### src/core/wcg_pkg.sv
/*
 * Constants and types for the watchdog configuration write guard:
 * register offsets, field positions, reset values, the guard states.
 * Assumes a 32-bit APB slave whose registers each take one aligned word.
 */
package wcg_pkg;

   localparam int          APB_ADDR_W        = 8;
   localparam int          APB_DATA_W        = 32;

   localparam logic [7:0]  OFF_MODE          = 8'h00;
   localparam logic [7:0]  OFF_ENABLE        = 8'h04;
   localparam logic [7:0]  OFF_MODE_BIT      = 8'h08;
   localparam logic [7:0]  OFF_ENABLE_BIT    = 8'h0c;
   localparam logic [7:0]  OFF_STATUS        = 8'h10;

   localparam logic [7:0]  ENABLE_KEY        = 8'hac;
   localparam logic [7:0]  ENABLE_READ_VALUE = 8'h9a;

   localparam logic [7:0]  MODE_RESET_VALUE  = 8'h00;
   localparam int          MODE_CS_HI_POS    = 4;
   localparam int          MODE_CS_LO_POS    = 3;
   localparam int          MODE_TOP_LSB      = 5;
   localparam logic [2:0]  MODE_TOP_PATTERN  = 3'h3;

   localparam int          STAT_LOCKED_POS   = 0;
   localparam int          STAT_STOPPED_POS  = 1;
   localparam int          STAT_PATTERN_POS  = 2;
   localparam int          STAT_CAUSE_LSB    = 4;
   localparam int          STAT_COUNT_LSB    = 16;

   localparam int          CAUSE_MODE_AGAIN  = 0;
   localparam int          CAUSE_MODE_BIT    = 1;
   localparam int          CAUSE_ENABLE_VAL  = 2;
   localparam int          CAUSE_ENABLE_BIT  = 3;
   localparam int          CAUSE_W           = 4;

   localparam int          RST_PULSE_CYCLES  = 4;
   localparam int          WD_COUNT_W        = 16;

   typedef enum logic [2:0] {
      GUARD_OPEN    = 3'h1,
      GUARD_LOCKED  = 3'h2,
      GUARD_STOPPED = 3'h4
   } wcg_guard_state_t;

endpackage : wcg_pkg

### src/core/wcg_reset_if.sv
/*
 * Link between the write guard and its internal reset stretcher.
 * Assumes both ends run on the same system clock.
 */
interface wcg_reset_if;
   logic fire;
   logic active;

   modport ctrl (output fire, input active);
   modport gen  (input fire, output active);
endinterface : wcg_reset_if

### src/core/wcg_watchdog_config_write_guard.sv
/*
 * Watchdog configuration write guard: an APB slave holding the watchdog
 * mode and enable registers, policing how software writes them and
 * raising an internal reset on illegal access.
 * Assumes an APB master on clk_sys; 1-bit manipulations of the mode and
 * enable registers arrive as writes to their bit-operation aliases.
 */
// Behaviour
// - after reset the mode register takes exactly one write, byte-wide only
// - a second mode-register write raises the internal reset
// - first write with upper clock-select set stops watchdog; rewrites then harmless
// - when stopped, a 1-bit manipulation of the enable register is harmless
// - when stopped, a non-key value to the enable register is harmless
// - the mode register never loads from a 1-bit manipulation
// - non-key enable write resets; enable register reads a fixed non-key value
module wcg_watchdog_config_write_guard
   import wcg_pkg::*;
#(
   parameter int PULSE_CYCLES = RST_PULSE_CYCLES,
   parameter int COUNT_W      = WD_COUNT_W
) (
   input  wire logic                    clk_sys,
   input  wire logic                    rst_b,
   input  wire logic [APB_ADDR_W-1:0]   paddr,
   input  wire logic                    psel,
   input  wire logic                    penable,
   input  wire logic                    pwrite,
   input  wire logic [APB_DATA_W-1:0]   pwdata,
   input  wire logic [3:0]              pstrb,
   output logic      [APB_DATA_W-1:0]   prdata,
   output logic                         pready,
   output logic                         pslverr,
   output logic                         intReset,
   output logic      [COUNT_W-1:0]      wdCount
);

   function automatic logic regHit(
      input logic [APB_ADDR_W-1:0] addr,
      input logic [7:0]            offset
   );
      regHit = (addr == APB_ADDR_W'(offset));
   endfunction : regHit

   function automatic logic mapped(input logic [APB_ADDR_W-1:0] addr);
      mapped = regHit(addr, OFF_MODE) || regHit(addr, OFF_ENABLE) || regHit(addr, OFF_MODE_BIT)
               || regHit(addr, OFF_ENABLE_BIT) || regHit(addr, OFF_STATUS);
   endfunction : mapped

   wcg_reset_if rstIf ();

   wcg_guard_state_t        guard_reg;
   logic [7:0]              mode_reg;
   logic                    patternBad_reg;
   logic [CAUSE_W-1:0]      cause_reg;
   logic [CAUSE_W-1:0]      cause_next;
   logic [COUNT_W-1:0]      count_reg;
   logic [APB_DATA_W-1:0]   prdata_reg;
   logic                    pready_reg;
   logic                    pslverr_reg;
   logic                    intReset_reg;

   logic                    access;
   logic                    wrAccess;
   logic                    byteLane;
   logic                    stopped;
   logic                    modeByteWr;
   logic                    modeBitWr;
   logic                    enableByteWr;
   logic                    enableBitWr;
   logic                    keyWr;
   logic                    statusWr;
   logic [CAUSE_W-1:0]      violation;
   logic [APB_DATA_W-1:0]   readValue;

   // access phase completes on the cycle pready is high
   assign access   = psel && penable && pready_reg;
   assign wrAccess = access && pwrite && !pslverr_reg;
   assign byteLane = pstrb[0];
   assign stopped  = (guard_reg == GUARD_STOPPED);

   // a mode or enable byte write with lane 0 off carries no byte and has no effect
   assign modeByteWr   = wrAccess && regHit(paddr, OFF_MODE) && byteLane;
   assign modeBitWr    = wrAccess && regHit(paddr, OFF_MODE_BIT);
   assign enableByteWr = wrAccess && regHit(paddr, OFF_ENABLE) && byteLane;
   assign enableBitWr  = wrAccess && regHit(paddr, OFF_ENABLE_BIT);
   assign keyWr        = enableByteWr && (pwdata[7:0] == ENABLE_KEY);
   assign statusWr     = wrAccess && regHit(paddr, OFF_STATUS);

   always_comb begin
      violation = '0;
      if (!stopped && !rstIf.active) begin
         violation[CAUSE_MODE_AGAIN] = modeByteWr && (guard_reg == GUARD_LOCKED);
         violation[CAUSE_MODE_BIT]   = modeBitWr;
         violation[CAUSE_ENABLE_VAL] = enableByteWr && !keyWr;
         violation[CAUSE_ENABLE_BIT] = enableBitWr;
      end
   end

   assign rstIf.fire = |violation;

   wcg_reset_stretch #(
      .CYCLES (PULSE_CYCLES)
   ) uStretch (
      .clk_sys (clk_sys),
      .rst_b   (rst_b),
      .rstIf   (rstIf)
   );

   // internal reset returns the guard to its post-reset state
   always_ff @(posedge clk_sys) begin
      if (!rst_b || rstIf.active) begin
         guard_reg <= GUARD_OPEN;
      end else begin
         unique case (guard_reg)
            GUARD_OPEN: begin
               if (modeByteWr) begin
                  if (pwdata[MODE_CS_HI_POS]) begin
                     guard_reg <= GUARD_STOPPED;
                  end else begin
                     guard_reg <= GUARD_LOCKED;
                  end
               end
            end
            GUARD_LOCKED: begin
               guard_reg <= GUARD_LOCKED;
            end
            GUARD_STOPPED: begin
               guard_reg <= GUARD_STOPPED;
            end
            default: begin
               guard_reg <= GUARD_OPEN;
            end
         endcase
      end
   end

   // only the first byte write loads; a later one loads nothing, but while locked it clears the setting via the internal reset
   always_ff @(posedge clk_sys) begin
      if (!rst_b || rstIf.active) begin
         mode_reg <= MODE_RESET_VALUE;
      end else if (modeByteWr && (guard_reg == GUARD_OPEN)) begin
         mode_reg <= pwdata[7:0];
      end
   end

   // flags software misuse of the fixed top bits, no other effect
   always_ff @(posedge clk_sys) begin
      if (!rst_b || rstIf.active) begin
         patternBad_reg <= 1'b0;
      end else if (modeByteWr && (guard_reg == GUARD_OPEN)) begin
         patternBad_reg <= (pwdata[7:MODE_TOP_LSB] != MODE_TOP_PATTERN);
      end
   end

   // cause flags survive the internal reset so software can find why
   always_comb begin
      cause_next = cause_reg;
      if (statusWr && byteLane) begin
         cause_next = cause_next & ~pwdata[STAT_CAUSE_LSB +: CAUSE_W];
      end
      cause_next = cause_next | violation;
   end

   always_ff @(posedge clk_sys) begin
      if (!rst_b) begin
         cause_reg <= '0;
      end else begin
         cause_reg <= cause_next;
      end
   end

   // counter runs once configured and not stopped; it wraps to zero on overflow
   always_ff @(posedge clk_sys) begin
      if (!rst_b || rstIf.active) begin
         count_reg <= '0;
      end else if (keyWr && !stopped) begin
         count_reg <= '0;
      end else if (guard_reg == GUARD_LOCKED) begin
         count_reg <= count_reg + COUNT_W'(1);
      end
   end

   always_comb begin
      readValue = '0;
      if (regHit(paddr, OFF_MODE)) begin
         readValue[7:0] = mode_reg;
      end else if (regHit(paddr, OFF_ENABLE)) begin
         readValue[7:0] = ENABLE_READ_VALUE;
      end else if (regHit(paddr, OFF_STATUS)) begin
         readValue[STAT_LOCKED_POS]               = (guard_reg != GUARD_OPEN);
         readValue[STAT_STOPPED_POS]              = stopped;
         readValue[STAT_PATTERN_POS]              = patternBad_reg;
         readValue[STAT_CAUSE_LSB +: CAUSE_W]     = cause_reg;
         readValue[STAT_COUNT_LSB +: COUNT_W]     = count_reg;
      end
   end

   // one wait-free access cycle: answer loaded at the setup edge
   always_ff @(posedge clk_sys) begin
      if (!rst_b) begin
         pready_reg <= 1'b0;
      end else begin
         pready_reg <= psel && !penable;
      end
   end

   always_ff @(posedge clk_sys) begin
      if (!rst_b) begin
         pslverr_reg <= 1'b0;
      end else if (psel && !penable) begin
         pslverr_reg <= !mapped(paddr);
      end else begin
         pslverr_reg <= 1'b0;
      end
   end

   always_ff @(posedge clk_sys) begin
      if (!rst_b) begin
         prdata_reg <= '0;
      end else if (psel && !penable && !pwrite) begin
         prdata_reg <= readValue;
      end else begin
         prdata_reg <= '0;
      end
   end

   always_ff @(posedge clk_sys) begin
      if (!rst_b) begin
         intReset_reg <= 1'b0;
      end else begin
         intReset_reg <= rstIf.active;
      end
   end

   assign prdata   = prdata_reg;
   assign pready   = pready_reg;
   assign pslverr  = pslverr_reg;
   assign intReset = intReset_reg;
   assign wdCount  = count_reg;

endmodule : wcg_watchdog_config_write_guard

### src/core/wcg_reset_stretch.sv
/*
 * Stretches a one-cycle reset request into an internal reset level of
 * CYCLES clocks; a new request restarts the count.
 * Assumes clk_sys and a synchronous active-low rst_b.
 */
module wcg_reset_stretch
   import wcg_pkg::*;
#(
   parameter int CYCLES = RST_PULSE_CYCLES
) (
   input  wire logic    clk_sys,
   input  wire logic    rst_b,
   wcg_reset_if.gen     rstIf
);

   localparam int CNT_W = $clog2(CYCLES + 1);
   localparam logic [CNT_W-1:0] CNT_LOAD = CNT_W'(CYCLES);

   logic [CNT_W-1:0] remain_reg;
   logic             active_reg;

   always_ff @(posedge clk_sys) begin
      if (!rst_b) begin
         remain_reg <= '0;
      end else if (rstIf.fire) begin
         remain_reg <= CNT_LOAD;
      end else if (remain_reg != '0) begin
         remain_reg <= remain_reg - CNT_W'(1);
      end
   end

   always_ff @(posedge clk_sys) begin
      if (!rst_b) begin
         active_reg <= 1'b0;
      end else begin
         active_reg <= rstIf.fire || (remain_reg > CNT_W'(1));
      end
   end

   assign rstIf.active = active_reg;

endmodule : wcg_reset_stretch

### config.mk
export PLATFORM = sky130hd
export DESIGN_NAME = wcg_watchdog_config_write_guard
export DESIGN_NICKNAME = d
export VERILOG_FILES = /design/src/core/wcg_pkg.sv /design/src/core/wcg_reset_if.sv /design/src/core/wcg_watchdog_config_write_guard.sv /design/src/core/wcg_reset_stretch.sv
export SDC_FILE = /design/constraint.sdc
export NUM_CORES = 1
export LEC_CHECK = 0
export BUFFER_PORTS_ARGS = -buffer_cell sky130_fd_sc_hd__clkbuf_2
export CAP_MARGIN = 20
export CORE_MARGIN = 5
export CORE_UTILIZATION = 49
export CTS_CLUSTER_DIAMETER = 200
export CTS_CLUSTER_SIZE = 16
export DETAILED_ROUTE_END_ITERATION = 10
export GPL_ROUTABILITY_DRIVEN = 0
export PLACE_DENSITY = 0.8
export SLEW_MARGIN = 20
export SYNTH_ARGS = -nofsm -noshare
export SYNTH_HDL_FRONTEND = slang
export SYNTH_SLANG_ARGS = --single-unit
export TNS_END_PERCENT = 10
### constraint.sdc
create_clock -name clk_sys -period 3.32 [get_ports clk_sys]
set_clock_uncertainty 0.15 [all_clocks]
set_input_delay 0.664 -clock clk_sys [delete_from_list [all_inputs] [get_ports clk_sys]]
set_output_delay 0.664 -clock clk_sys [all_outputs]
set_load 0.1 [all_outputs]
==> impl_metrics.toml <==
[timing]
period_share_pct = 78.3
hold_viol_final = 0
fin_crit_ns = 2.60
setup_tns_ns = 0
drv_slew = 0
rsz0062_at_grt = "no"
tightest_slew_ns = 0.569
max_freq_mhz = 384
relSlewSlack_pct = 62.0
setup_viol = 0

[die]
num_io_pins = 100
initial_core_util_pct = 51.2
die_h_um = 83.5
num_rows = 26
die_area_um2 = 6970
design.core.area_um2 = 5170
die_w_um = 83.5

[clock_network]
cts_num_sinks = 63
path_clk_slew_ns = 0.07
cts_resized = 0
clkLatencyLatePin_ns = 0.34
h-tree-depth = 3
cts.path.max_buffers = 2
cts_tree = "done"
cts_root_buf = "clkbuf_8"
cts_made_buffers = 9
post-cts-setup-buffer-count = 0
cts_hold_buffers = 0

[power_and_ir_drop]
p_leak_nw = 1.28
power_density_nw_per_um2 = 534
p_int_w = 0.00122
p_switching_w = 0.000490
finalPower_w = 0.00171
netSwitchingFraction_pct = 28.6
power.share.clock_pct = 38.6
seqPwrFrac_pct = 46.8
vdd_ir_drop_max_mv = 0.320
combPwrFrac_pct = 14.6

[synthesis]
seq_area_frac_synth_pct = 47.7
synth_top_cell_by_area = "dfxtp_1"
synth_edf_count = 0
ys_async_sr_fraction_pct = 0
synth_area_leaders = "dfxtp_1 48%, and2_1 4.5%, a21oi_1 3.8%, o31ai_1 3.7%, nor2_1 3.1%"
synthDistinctLibCells = 46
yosysTopAreaCellShare_pct = 47.7
ys.flop_type = "dfxtp_1"
yosys.cell_count.top_type = "dfxtp_1"
synthCells = 283
ys_ff_latch = 63
syn-cell-area_um2 = 2650
ys_top_cells_by_count = "63 x dfxtp_1, 22 x nor2_1, 20 x a21oi_1"
ys_warn_count = 0
avgSynthCellArea_um2 = 9.35

[routing]
drt-initial-drc-count = 161
wire_per_inst_um = 14.5
route.vias.total = 2348
drc = 0
drtAntennaViolNets = 0
routed_wl_mm = 6.17
first_pass_iters = 4
avgViaCountPerCell = 5.52

[finish]
largest_register_ffs = 24
final_nets = 403
layout-drive-gt1-share_pct = 28.5
fin_util_pct = 62.0
n_antenna_cell = 0
syn_to_final_growth_pct = 21.2

[placed_design]
dp_hpwl_mm = 4.36
port-buffer-count = 64

[worst_setup_path]
crit_type = "in2reg"
startpoint_type = "input pin"
path_max_fanout = 6
critPathCaptureType = "flop"
cp.required_ns = 3.41
arrival_ns = 2.69

[worst_hold_path]
hp-class = "reg2reg"

[global_route]
antenna_found_initial = 0
grt_overflow = 0
grt_usage_pct = 18.4
grt_pass1_vias = 2256
grt_max_degree = 24
grt_pass1_wl_mm = 10.5

[flow_run]
drv_cap = 0

[outcome]
outcome = "completed"
-- cell type report --
type                       instances  area [µm²]
clock buffer                      10         138
clock inverter                     6        60.1
inverter                           7        26.3
tap                               70        87.6
timing repair buffer              70         365
fill                             430        1960
sequential                        63        1260
multi-input combinational        199        1270
-- per-layer routing --
metal  global-route usage [%]  share of wire (%)
met1                     22.4                 43
met5                        0                  0
met4                     9.36                2.1
met2                     30.0                 48
met3                     4.54                7.3
-- cell usage in the layout (no fill, tap or decap), types with 3 or more instances in the layout --
cell type,Yosys,layout
inv_1,7,7
or3b_2,3,3
xor2_1,6,6
buf_4,8,6
ha_1,4,4
nand2_1,11,11
or4_1,6,6
nor4_1,6,5
o21ai_0,8,8
o31ai_1,13,13
a22o_1,4,4
nor3_1,5,5
and2_1,19,19
dfxtp_1,63,63
or2_2,3,3
clkbuf_2,0,64
clkbuf_8,1,10
nor3b_1,4,4
clkinv_2,0,3
a31oi_1,6,6
nand4_1,12,12
nand3_1,7,7
conb_1,1,8
nor2_1,22,22
or3_1,5,5
a21oi_1,20,20
-- critical path, stage by stage --
cell	delay, ns
clkbuf_2	0.09
or4_1	0.63
or4_4	0.54
or4b_4	0.54
and4_2	0.23
-- final timing paths --
path | from | to | slack (ns) | cells after the start
max reg2reg | pslverr$_SDFF_PN0_ | uStretch.remain_reg[1]$_SDFFE_PP0P_ | 1.08 | 4
min reg2reg | cause_reg[3]$_SDFF_PN0_ | prdata[7]$_SDFF_PN0_ | 0.31 | 2
max | paddr[1] | uStretch.remain_reg[1]$_SDFFE_PP0P_ | 0.72 | 5
min | cause_reg[3]$_SDFF_PN0_ | prdata[7]$_SDFF_PN0_ | 0.31 | 2
-- through the flow --
stage               setup WS [ns]  cell area [µm²]  hold WS [ns]  std cells
finish                      0.719             3210         0.311        425
global placement            0.372             3010         0.302        409
floorplan                   0.469             2670         0.276        290
global route                0.696             3210         0.345        425
detailed placement          0.368             3010         0.309        409
CTS                         0.735             3210         0.322        425
-- logic make-up after synthesis --
kind of cell	share of synthesized area [%]
AND/OR/NAND/NOR	27.0
flip-flops	47.7
AO/OA/AOI/OAI	14.3
buffers and inverters	5.58
XOR/XNOR	2.65
adder cells (fa/ha/maj)	1.89
multiplexers	0.757
other	0.142
-- power groups by stage --
| stage | clock network (W) | registers [W] | logic [W] |
|---|---|---|---|
| 2_1_floorplan | 0 | 0.000841 | 0.000176 |
| 5_1_grt | 0.000704 | 0.000805 | 0.000267 |
| 3_5_place_dp | 0 | 0.000820 | 0.000247 |
| 4_1_cts | 0.000669 | 0.000803 | 0.000248 |
| 6_report | 0.000661 | 0.000803 | 0.000250 |
| 3_3_place_gp | 0 | 0.000818 | 0.000240 |
Power figures use the tool's default switching activity.
